[src/dufc_defs.svh]
/*
  Constants for the dual serial flow-control and configuration block.
  Assumes inclusion by bare name; definitions only.
*/
// Function
// - RTS and CTS act only with flow control
// - Enhanced RTS low below 191 bytes
// - Standard RTS watermark is 63 bytes
// - RTS goes high at watermark
// - At most two bytes after CTS high
// - Unprogrammed store gives built-in defaults
// - Default flushes all FIFOs on port open
// - Serial string max 16, default 8 chars
// - Product string max 47 characters
// - Interface strings max 32 characters
// - Store programmable in-system over USB
// - Modem or GPIO mode set only once
// - Default: every general pin is input
// - Transceiver enable active high, may be low
`ifndef DUFC_DEFS_SVH
`define DUFC_DEFS_SVH
`define DUFC_ENH_WATERMARK 16'd191
`define DUFC_STD_WATERMARK 16'd63
`define DUFC_CTS_GRACE_BYTES 2'd2
`define DUFC_SERIAL_MAX 5'd16
`define DUFC_SERIAL_DEFAULT 5'd8
`define DUFC_PRODUCT_MAX 6'd47
`define DUFC_IFNAME_MAX 6'd32
// Configuration word field positions
`define DUFC_CFG_ENH_MODEM 0
`define DUFC_CFG_STD_MODEM 1
`define DUFC_CFG_FLUSH_ON_OPEN 2
`define DUFC_CFG_XCVR_LOW 3
`define DUFC_CFG_SUSP_OD 4
`define DUFC_CFG_SUSP_HIGH 5
`define DUFC_CFG_ENH_HWFC 6
`define DUFC_CFG_STD_HWFC 7
`define DUFC_CFG_WIDTH 8
// Built-in defaults: GPIO mode, flush on open, active-high enable, push-pull low
`define DUFC_CFG_DEFAULT 8'h04
`endif

[src/dufc_pkg.sv]
/*
  Types for the dual serial flow-control and configuration block.
  Assumes nothing of its surroundings.
*/
package dufc_pkg;
  typedef enum logic [1:0] {
    DUFC_TX_RUN,
    DUFC_TX_GRACE,
    DUFC_TX_HOLD
  } dufc_tx_state_type;
endpackage : dufc_pkg

[src/dufc_top.sv]
/*
  Flow control for two serial interfaces plus a one-time programmable
  configuration store with in-system programming and string length limits.
  Assumes one 40 MHz clock, synchronous inputs, and a byte engine that
  pulses tx_byte_done per byte sent and honours tx_permit.
*/
`timescale 1ns/1ps
`include "dufc_defs.svh"

module dufc_top
  import dufc_pkg::*;
#(
  parameter int ENH_FIFO_DEPTH = 512,
  parameter int STD_FIFO_DEPTH = 256,
  parameter logic [15:0] ENH_WATERMARK = `DUFC_ENH_WATERMARK,
  parameter logic [15:0] STD_WATERMARK = `DUFC_STD_WATERMARK
) (
  input wire logic clock,
  input wire logic reset_n,
  // Receive FIFO fill levels: [0] enhanced, [1] standard
  input wire logic [15:0] enh_rx_level,
  input wire logic [15:0] std_rx_level,
  input wire logic [1:0] cts_n,
  input wire logic [1:0] tx_byte_done,
  input wire logic [1:0] port_open,
  // In-system programming over USB
  input wire logic prog_write,
  input wire logic [`DUFC_CFG_WIDTH-1:0] prog_data,
  input wire logic [4:0] prog_serial_len,
  input wire logic [5:0] prog_product_len,
  input wire logic [5:0] prog_enh_name_len,
  input wire logic [5:0] prog_std_name_len,
  input wire logic [1:0] suspended,
  input wire logic enh_transmitting,
  output logic [1:0] rts_n,
  output logic [1:0] tx_permit,
  output logic [1:0] fifo_flush,
  output logic [1:0] modem_mode,
  output logic [4:0] gpio_oe,
  output logic [1:0] suspend_indicator,
  output logic [1:0] suspend_indicator_oe,
  output logic enhanced_transceiver_enable,
  output logic store_programmed,
  output logic prog_rejected,
  output logic [`DUFC_CFG_WIDTH-1:0] active_config,
  output logic [4:0] serial_len,
  output logic [5:0] product_len,
  output logic [5:0] enh_name_len,
  output logic [5:0] std_name_len
);

  initial begin
    if (ENH_WATERMARK == 16'd0 || int'(ENH_WATERMARK) > ENH_FIFO_DEPTH)
      $error("Enhanced watermark outside FIFO depth");
    if (STD_WATERMARK == 16'd0 || int'(STD_WATERMARK) > STD_FIFO_DEPTH)
      $error("Standard watermark outside FIFO depth");
  end

  function automatic logic len_ok(input logic [5:0] len, input logic [5:0] max);
    len_ok = (len <= max);
  endfunction : len_ok

  logic programmed_ff;
  logic [`DUFC_CFG_WIDTH-1:0] cfg_ff;
  logic [1:0] open_d_ff;
  dufc_tx_state_type tx_state_ff [2];
  logic [1:0] grace_ff [2];
  logic [15:0] level [2];
  logic [15:0] mark [2];
  logic [1:0] hwfc;
  logic prog_ok;

  assign level[0] = enh_rx_level;
  assign level[1] = std_rx_level;
  assign mark[0] = ENH_WATERMARK;
  assign mark[1] = STD_WATERMARK;
  assign hwfc = {cfg_ff[`DUFC_CFG_STD_HWFC], cfg_ff[`DUFC_CFG_ENH_HWFC]};

  // One write only; oversize strings refuse the whole image
  assign prog_ok = !programmed_ff
    && len_ok({1'b0, prog_serial_len}, {1'b0, `DUFC_SERIAL_MAX})
    && prog_serial_len != 5'd0
    && len_ok(prog_product_len, `DUFC_PRODUCT_MAX)
    && len_ok(prog_enh_name_len, `DUFC_IFNAME_MAX)
    && len_ok(prog_std_name_len, `DUFC_IFNAME_MAX);

  always_ff @(posedge clock or negedge reset_n) begin
    if (!reset_n) begin
      programmed_ff <= 1'b0;
      cfg_ff <= `DUFC_CFG_DEFAULT;
      serial_len <= `DUFC_SERIAL_DEFAULT;
      product_len <= `DUFC_PRODUCT_MAX;
      enh_name_len <= `DUFC_IFNAME_MAX;
      std_name_len <= `DUFC_IFNAME_MAX;
      prog_rejected <= 1'b0;
    end else begin
      prog_rejected <= prog_write && !prog_ok;
      if (prog_write && prog_ok) begin
        programmed_ff <= 1'b1;
        cfg_ff <= prog_data;
        serial_len <= prog_serial_len;
        product_len <= prog_product_len;
        enh_name_len <= prog_enh_name_len;
        std_name_len <= prog_std_name_len;
      end
    end
  end

  always_ff @(posedge clock or negedge reset_n) begin
    if (!reset_n) begin
      store_programmed <= 1'b0;
      active_config <= `DUFC_CFG_DEFAULT;
      modem_mode <= 2'b00;
    end else begin
      store_programmed <= programmed_ff;
      active_config <= cfg_ff;
      modem_mode <= {cfg_ff[`DUFC_CFG_STD_MODEM], cfg_ff[`DUFC_CFG_ENH_MODEM]};
    end
  end

  // Port open edge flushes both interfaces
  always_ff @(posedge clock or negedge reset_n) begin
    if (!reset_n) begin
      open_d_ff <= 2'b00;
      fifo_flush <= 2'b00;
    end else begin
      open_d_ff <= port_open;
      if (cfg_ff[`DUFC_CFG_FLUSH_ON_OPEN] && |(port_open & ~open_d_ff))
        fifo_flush <= 2'b11;
      else
        fifo_flush <= 2'b00;
    end
  end

  // GPIO pins: enhanced two then standard three, inputs in every mode including modem mode
  always_ff @(posedge clock or negedge reset_n) begin
    if (!reset_n) begin
      gpio_oe <= 5'b00000;
    end else begin
      gpio_oe <= 5'b00000;
    end
  end

  always_ff @(posedge clock or negedge reset_n) begin
    if (!reset_n) begin
      suspend_indicator <= 2'b11;
      suspend_indicator_oe <= 2'b11;
      enhanced_transceiver_enable <= 1'b0;
    end else begin
      for (int i = 0; i < 2; i++) begin
        // Active level per polarity bit; open drain only drives low
        suspend_indicator[i] <= cfg_ff[`DUFC_CFG_SUSP_HIGH] ? suspended[i]
                                                            : !suspended[i];
        suspend_indicator_oe[i] <= cfg_ff[`DUFC_CFG_SUSP_OD]
          ? (suspended[i] != cfg_ff[`DUFC_CFG_SUSP_HIGH]) : 1'b1;
      end
      enhanced_transceiver_enable <= enh_transmitting
                                     ^ cfg_ff[`DUFC_CFG_XCVR_LOW];
    end
  end

  // Flow control per interface
  for (genvar g = 0; g < 2; g++) begin : g_flow
    always_ff @(posedge clock or negedge reset_n) begin
      if (!reset_n) begin
        rts_n[g] <= 1'b0;
      end else if (!hwfc[g]) begin
        rts_n[g] <= 1'b0;
      end else begin
        rts_n[g] <= (level[g] >= mark[g]);
      end
    end

    // Grace counts bytes finished after CTS rose; the byte engine stops
    // starting new bytes once permit drops, relying on the far side pacing
    always_ff @(posedge clock or negedge reset_n) begin
      if (!reset_n) begin
        tx_state_ff[g] <= DUFC_TX_RUN;
        grace_ff[g] <= 2'd0;
        tx_permit[g] <= 1'b1;
      end else begin
        case (tx_state_ff[g])
          DUFC_TX_RUN: begin
            tx_permit[g] <= 1'b1;
            grace_ff[g] <= 2'd0;
            if (hwfc[g] && cts_n[g]) begin
              tx_state_ff[g] <= DUFC_TX_GRACE;
              grace_ff[g] <= tx_byte_done[g] ? 2'd1 : 2'd0;
            end
          end
          DUFC_TX_GRACE: begin
            if (!hwfc[g] || !cts_n[g]) begin
              tx_state_ff[g] <= DUFC_TX_RUN;
            end else if (tx_byte_done[g]) begin
              grace_ff[g] <= grace_ff[g] + 2'd1;
              // Permit drops once the second grace byte has finished
              if (grace_ff[g] + 2'd1 >= `DUFC_CTS_GRACE_BYTES) begin
                tx_permit[g] <= 1'b0;
                tx_state_ff[g] <= DUFC_TX_HOLD;
              end
            end
          end
          DUFC_TX_HOLD: begin
            tx_permit[g] <= 1'b0;
            if (!hwfc[g] || !cts_n[g]) begin
              tx_state_ff[g] <= DUFC_TX_RUN;
              tx_permit[g] <= 1'b1;
            end
          end
          default: tx_state_ff[g] <= DUFC_TX_RUN;
        endcase
      end
    end
  end

endmodule : dufc_top

[config.mk]
export PLATFORM = sky130hd
export DESIGN_NAME = dufc_top
export DESIGN_NICKNAME = d
export VERILOG_FILES = /design/src/dufc_pkg.sv /design/src/dufc_top.sv
export VERILOG_INCLUDE_DIRS = /design/src /design/src/src
export SDC_FILE = /design/constraint.sdc
export NUM_CORES = 1
export LEC_CHECK = 0
export ABC_CLOCK_PERIOD_IN_PS = 1650
export BUFFER_PORTS_ARGS = -buffer_cell sky130_fd_sc_hd__buf_2
export CAP_MARGIN = 0
export CORE_ASPECT_RATIO = 1.75
export CORE_MARGIN = 5
export CORE_UTILIZATION = 40
export CTS_CLUSTER_DIAMETER = 40
export DETAILED_ROUTE_END_ITERATION = 12
export HOLD_SLACK_MARGIN = 0.06
export PLACE_DENSITY = 0.68
export SLEW_MARGIN = 10
export SYNTH_ARGS = -nofsm -noshare
export SYNTH_HDL_FRONTEND = slang
export SYNTH_SLANG_ARGS = --single-unit
export TNS_END_PERCENT = 30
[constraint.sdc]
create_clock -name clock -period 1.65 [get_ports clock]
set_input_delay 0 -clock clock [delete_from_list [all_inputs] [get_ports clock]]
set_output_delay 0 -clock clock [all_outputs]
set_load 0.02 [all_outputs]
==> metrics.csv, run 1 <==
metric,value,unit
ff2ff_setup_slack,140,ps
path_class,flop to flop,
drc,0,
vias_per_cell,4.698,
seq_area_frac_synth,60.82,%
h-tree-depth,3,
worstPathRequired,1870,ps
synth_most_common_cell,dfrtp_1,
cap_viol_max_count,0,
row_count,38,
reported_leakage_power,2.057,nW
dr.first_iter.drc_count,109,
grt_first_pass_wirelength,10.24,mm
grt_start_max_net_pins,63,
postSynthCellCount,178,
nets,434,
layout-drive-gt1-share,51.37,%
startpoint_type,flop,
crit-reg2reg-launch,programmed_ff$_DFFE_PN0P_,
die-width,70.76,µm
place_ws,-86.98,ps
gp_congestion,0.7718,
critPathCaptureType,flop,
clock_tree_from_tritoncts,yes,
outcome,"finished, final reports clean",
average_wire_per_standard_cell,14.45,µm
postRouteAntennaNets,0,
syn_area_per_cell,14.52,µm²
synth.top_cell.area_share,44.55,%
clkSlewWorstSetupHoldPaths,70,ps
numPlacedInstances,375,
io_pins,126,
die_y,116.3,µm
synth_largest_area_cell,dfrtp_1,
drt_pre_antenna_iters,4,
final_min_period_over_clock_period,91.73,%
cts_inserted_buffers,9,
clk_path_buf_depth,2,
ys_seq_elements,62,
synth_area,2584,µm²
final_wirelength,6.416,mm
grt.total_usage,16.21,%
cts_sinks,62,
clockPowerShare,23.8,%
timing.final.setup_violations,0,
antenna_cells,0,
top_layer,met4,
dp_hpwl,4.359,mm
grt_setup_unrepaired,false,
finClkSkew,9.228,ps
combPwrFrac,33.0,%
areaGrowthSynthToFinish,54.62,%
clockRootBuffer,clkbuf_8,
power.density_cell_area,1387,nW/µm²
dr_wl_met2,3.340,mm
route.layer.met1.wl,2.343,mm
worstPathMaxFanout,7,
ys.warnings.count,0,
initial_cell_density_of_the_core,41.48,%
ys.flop_type,dfrtp_1,
net-switching-power,1.790,mW
timing_max_transition_violations_final,0,
finalHoldViolations,0,
first_global_vias,2121,
buffer_ports.inserted,120,
hp-class,input pin to async pin,
initial_antenna_violation_count,0,
max-vdd-ir-drop,1.017,mV
coreArea,6228,µm²
worst-r2r-cell-count,5,
seqPwrFrac,43.2,%
final_cells,444,
vias,2086,
worst_slack,136.5,ps
worst_skew_pair_later_pin_latency,340,ps
max_freq,0.6607,GHz
arrival,1730,ps
yosysUniqueCellTypes,36,
met3_length,571,µm
die_area,8230,µm²
swShare,32.29,%
grt-ovfl-total,0,
finalCriticalPeriod,1514,ps
post_cts.repair.setup_buffers,0,
synth_edf_count,0,
cellInternalPower,3.752,mW
async_flop_share,100.0,%
rr_endpoint,cfg_ff[3]$_DFFE_PN0P_,
synth_top_cells_by_count,"dfrtp_1, mux2_4, dfstp_2",
synthTopCellsByArea,"dfrtp_1, mux2_4, dfstp_2",
## worst max-delay path: stages (launching register included)
cell and delay (ps):
dfrtp_1 390, a21oi_2 160, nand2_1 60, nand4b_2 250, buf_4 230, mux2_1 310
## power groups by stage
stage	combinational, mW	sequential, mW	clock (mW)
floorplan	0.647	2.88	0
detailed placement	1.75	2.41	0
CTS	1.84	2.39	1.37
finish	1.83	2.39	1.32
global route	1.95	2.47	1.43
global placement	1.72	2.40	0
## registers in the layout, indices dropped and copies added, names as in the netlist, 4 cells and up
name and count:
grace_ff 4, product_len 6, cfg_ff 8, active_config 8, tx_state_ff 4, enh_name_len 6, serial_len 5, std_name_len 6
## metrics by stage
| step | hold slack [ps] | util, % | TNS (ps) | area (µm²) | power, mW |
|---|---|---|---|---|---|
| global route | 217.3 | 64.14 | 0 | 3995 | 5.847 |
| finish | 204.6 | 64.14 | 0 | 3995 | 5.542 |
| CTS | 199.3 | 64.08 | 0 | 3991 | 5.601 |
| floorplan | -295.6 | - | 0 | 2599 | 3.526 |
| global placement | 29.36 | 52.35 | -1448 | 3261 | 4.123 |
| detailed placement | 32.53 | 52.35 | -1802 | 3261 | 4.156 |
## what timing repair did
| action | CTS | global route |
|---|---|---|
| gates resized for setup | 0 | 1 |
| hold buffers | 53 | 0 |
| endpoints found under the setup margin | 0 | 2 |
| endpoints found under the hold margin | 110 | 0 |
## area by class of cell
cell class | instances | area (µm²)
Clock buffer | 12 | 155.1
Clock inverter | 4 | 45.04
Fill cell | 474 | 2233
Inverter | 4 | 15.01
Multi-Input combinational cell | 105 | 922.1
Sequential cell | 62 | 1572
Tap cell | 80 | 100.1
Timing Repair Buffer | 177 | 1186
## cells by family (layout without fill, tap and decap cells)
group                  after synthesis  in the layout  synth area share, %
XOR/XNOR                             6              6                2.034
multiplexers                        33             33                18.60
other                                1              5               0.1451
AO/OA/AOI/OAI                       21             21                5.617
buffers and inverters               15            197                4.213
flip-flops                          62             62                60.82
AND/OR/NAND/NOR                     40             40                8.571
## worst max path at each step
stage | end | depth (start not counted) | start | slack, ps
5_1_grt | cfg_ff[3]$_DFFE_PN0P_ | 5 | programmed_ff$_DFFE_PN0P_ | 40
2_1_floorplan | cfg_ff[4]$_DFFE_PN0P_ | 5 | prog_std_name_len[1] | 130
6_report | cfg_ff[3]$_DFFE_PN0P_ | 5 | programmed_ff$_DFFE_PN0P_ | 140
3_3_place_gp | cfg_ff[3]$_DFFE_PN0P_ | 6 | prog_enh_name_len[1] | -70
3_5_place_dp | cfg_ff[3]$_DFFE_PN0P_ | 6 | prog_enh_name_len[1] | -90
4_1_cts | cfg_ff[3]$_DFFE_PN0P_ | 5 | programmed_ff$_DFFE_PN0P_ | 30
## cells in the final DEF, fill, tap and decap left out, types with 4 or more instances in the layout
master | netlist | layout
nand2_1 | 10 | 10
mux2_4 | 29 | 29
dfrtp_1 | 46 | 46
dlygate4sd3_1 | 0 | 53
nor4_1 | 5 | 5
conb_1 | 1 | 5
nand3_1 | 4 | 4
clkbuf_8 | 0 | 11
dfstp_2 | 16 | 16
nand4_1 | 4 | 4
buf_2 | 0 | 120
inv_1 | 4 | 4
nor2_1 | 5 | 5
## layer usage
metal  up-vias  global-route usage, %
met1       997                  17.74
met5         -                      0
met2        88                  27.71
met3        12                  5.340
li1        989                      -
met4         0                  8.657
Note: power is estimated with default switching activity, not from simulation.
==> run 2: changes to the inputs <==
--- a/config.mk
+++ b/config.mk
@@ -6,9 +6,9 @@
 export SDC_FILE = /design/constraint.sdc
 export NUM_CORES = 1
 export LEC_CHECK = 0
-export ABC_CLOCK_PERIOD_IN_PS = 1650
+export ABC_CLOCK_PERIOD_IN_PS = 1700
 export BUFFER_PORTS_ARGS = -buffer_cell sky130_fd_sc_hd__buf_2
-export CAP_MARGIN = 0
+export CAP_MARGIN = 20
 export CORE_ASPECT_RATIO = 1.75
 export CORE_MARGIN = 5
 export CORE_UTILIZATION = 40
@@ -16,6 +16,7 @@
 export DETAILED_ROUTE_END_ITERATION = 12
 export HOLD_SLACK_MARGIN = 0.06
 export PLACE_DENSITY = 0.68
+export SETUP_SLACK_MARGIN = 0.3
 export SLEW_MARGIN = 10
 export SYNTH_ARGS = -nofsm -noshare
 export SYNTH_HDL_FRONTEND = slang
==> constraint.sdc (replaced) <==
create_clock -name clock -period 1.7 [get_ports clock]
set_input_delay 0 -clock clock [delete_from_list [all_inputs] [get_ports clock]]
set_output_delay 0 -clock clock [all_outputs]
set_load 0.02 [all_outputs]
==> run 2 against run 1 <==
Net effect:
- the run now ends with negative hold slack left
- routed wire length grew 4.1%
- clock power shrank 9%
- sequential share of layout area shrank 0.12 points
- sequential power shrank 3%
- die area is the same
- count of clock-buffer cells in the layout grew 4
- critical path depth is the same
- utilization grew 0.20 points
- first-iteration DRC count grew 2.8%
- largest power group unchanged
==> metrics.csv, run 2 (synthesis results as in run 1) <==
metric,value,unit,change
outcome,"finished, violations left",,
failed_checks,negative hold slack,,
grt_start_max_net_pins,63,,unchanged
layout_top_registers,"active_config x8, cfg_ff x8",,
layout-drive-gt1-share,52.21,%,+0.84 points
clockRootBuffer,clkbuf_8,,
final_cells,442,,-0.45%
max_freq,0.6745,GHz,+2.1%
die-width,70.76,µm,unchanged
setup_tns,0,ps,unchanged
layout_commonest_cell,buf_2,,
coreArea,6228,µm²,unchanged
worstPathMaxFanout,22,,+15
arrival,1700,ps,-30 ps
vias_per_cell,4.649,,-1.0%
average_wire_per_standard_cell,15.11,µm,+4.5%
initial_antenna_violation_count,0,,unchanged
clkSlewWorstSetupHoldPaths,60,ps,about the same
hp-class,input pin to flop,,
filler_cell_count,491,,+3.6%
first_global_vias,2231,,+5.2%
row_count,38,,unchanged
timing_max_transition_violations_final,0,,unchanged
drc,0,,unchanged
holdWs,-63.22,ps,-267.9 ps
worst-r2r-cell-count,5,,unchanged
final_min_period_over_clock_period,87.21,%,-4.5 points
dr.first_iter.drc_count,112,,+2.8%
die_area,8230,µm²,unchanged
power.density_cell_area,1328,nW/µm²,-4.3%
cts_inserted_buffers,9,,unchanged
highest_count_cells_in_the_layout_ignoring_fill_and_taps,"buf_2, dlygate4sd3_1, dfrtp_1",,
h-tree-depth,3,,unchanged
cts_hold_repair.buffers,51,,-3.8%
initial_cell_density_of_the_core,41.48,%,unchanged
postRouteAntennaNets,0,,unchanged
buffer_ports.inserted,120,,unchanged
worstPathRequired,1910,ps,+40 ps
min_delay_path_depth,2,,
drt_pre_antenna_iters,4,,unchanged
io_pins,126,,unchanged
critPathCaptureType,flop,,
worst_skew_pair_later_pin_latency,330,ps,about the same
clk_path_buf_depth,2,,unchanged
gp_congestion,0.7801,,+1.1%
finClkSkew,8.080,ps,-1.148 ps
regArea,1572,µm²,unchanged
vias,2055,,-1.5%
clock_tree_from_tritoncts,yes,,
path_class,flop to flop,,
antenna_cells,0,,unchanged
reported_leakage_power,2.057,nW,about the same
finalHoldViolations,1,,+1
numPlacedInstances,374,,-0.27%
grt.total_usage,17.17,%,+0.95 points
max-vdd-ir-drop,0.6478,mV,-36%
areaGrowthSynthToFinish,55.11,%,
cts_sinks,62,,unchanged
nets,432,,-0.46%
grt_setup_unrepaired,true,,
finalCriticalPeriod,1483,ps,-30.94 ps
startpoint_type,flop,,
dp_hpwl,4.530,mm,+3.9%
grt-ovfl-total,0,,unchanged
timing.final.setup_violations,0,,unchanged
die_y,116.3,µm,unchanged
multi_input_comb_area,960.9,µm²,+4.2%
cap_viol_max_count,0,,unchanged
final_wirelength,6.677,mm,+4.1%
grt_first_pass_wirelength,10.76,mm,+5.1%
run 2: cell types whose count changed in the layout (fill, tap and decap cells not counted), moves of 2 or more:
cell / change
or4_1: -2
clkbuf_1: +2
clkbuf_8: +2
dlygate4sd3_1: -2
or4_4: +2
clkinv_2: -3
o21ai_4: +2
o21ai_1: -2
run 2: what timing repair did:
action                     in CTS  in global routing
setup buffers                   1                  0
setup endpoints to repair      31                 32
resized for setup               2                  0
hold endpoints to repair      111                  1
run 2: critical path: stages (launching register included):
cell      delay, ps
dfrtp_1         400
a21oi_2         170
nand2_1          80
nand4b_4        190
buf_12          210
mux2_1          310
run 2: area by class of cell:
| class | instances | area share (%) |
|---|---|---|
| clock buffers | 16 | 4.746 |
| inverters | 4 | 0.3746 |
| multi-input cells | 105 | 23.98 |
| flip-flops and latches | 62 | 39.21 |
| well taps | 80 | 2.498 |
| repair buffers | 175 | 29.19 |
run 2: per-layer routing:
metal / vias up / GRT usage (%) / wire length (µm)
li1: 982 / - / -
met3: 7 / 6.202 / 577
met2: 94 / 31.00 / 3636
met1: 972 / 17.44 / 2345
met4: 0 / 8.030 / 119
met5: - / 0 / 0
run 2: per-stage QoR:
stage                     cell area, µm²  hold slack, ps  setup slack, ps  util, %  total power [mW]
after detailed placement            3292           31.56            48.90    52.85             4.054
after global placement              3292           28.92            80.97    52.85             4.010
final                               4008          -63.22            217.4    64.34             5.321
after floorplan                     2641          -295.6            239.9        -             3.430
after CTS                           4008          -80.79            204.6    64.34             5.382
after global routing                4008          -68.33            144.9    64.34             5.624
run 2: power breakdown:
part           total (mW)  switching, mW  internal, mW
registers            2.33          0.282          2.04
clock network        1.20          0.510         0.691
logic                1.79          0.938         0.855
run 2: worst paths after layout:
check	startpoint	endpoint	slack, ps
worst max-delay path	programmed_ff$_DFFE_PN0P_	cfg_ff[3]$_DFFE_PN0P_	220
worst min-delay path	prog_serial_len[4]	serial_len[4]$_DFFE_PN0P_	-60
worst max register to register	programmed_ff$_DFFE_PN0P_	cfg_ff[3]$_DFFE_PN0P_	220
worst min register to register	cfg_ff[2]$_DFFE_PN1P_	active_config[2]$_DFF_PN1_	370
max in group asynchronous	reset_n	suspend_indicator[0]$_DFF_PN1_	1180
min in group asynchronous	reset_n	std_name_len[2]$_DFFE_PN0P_	200
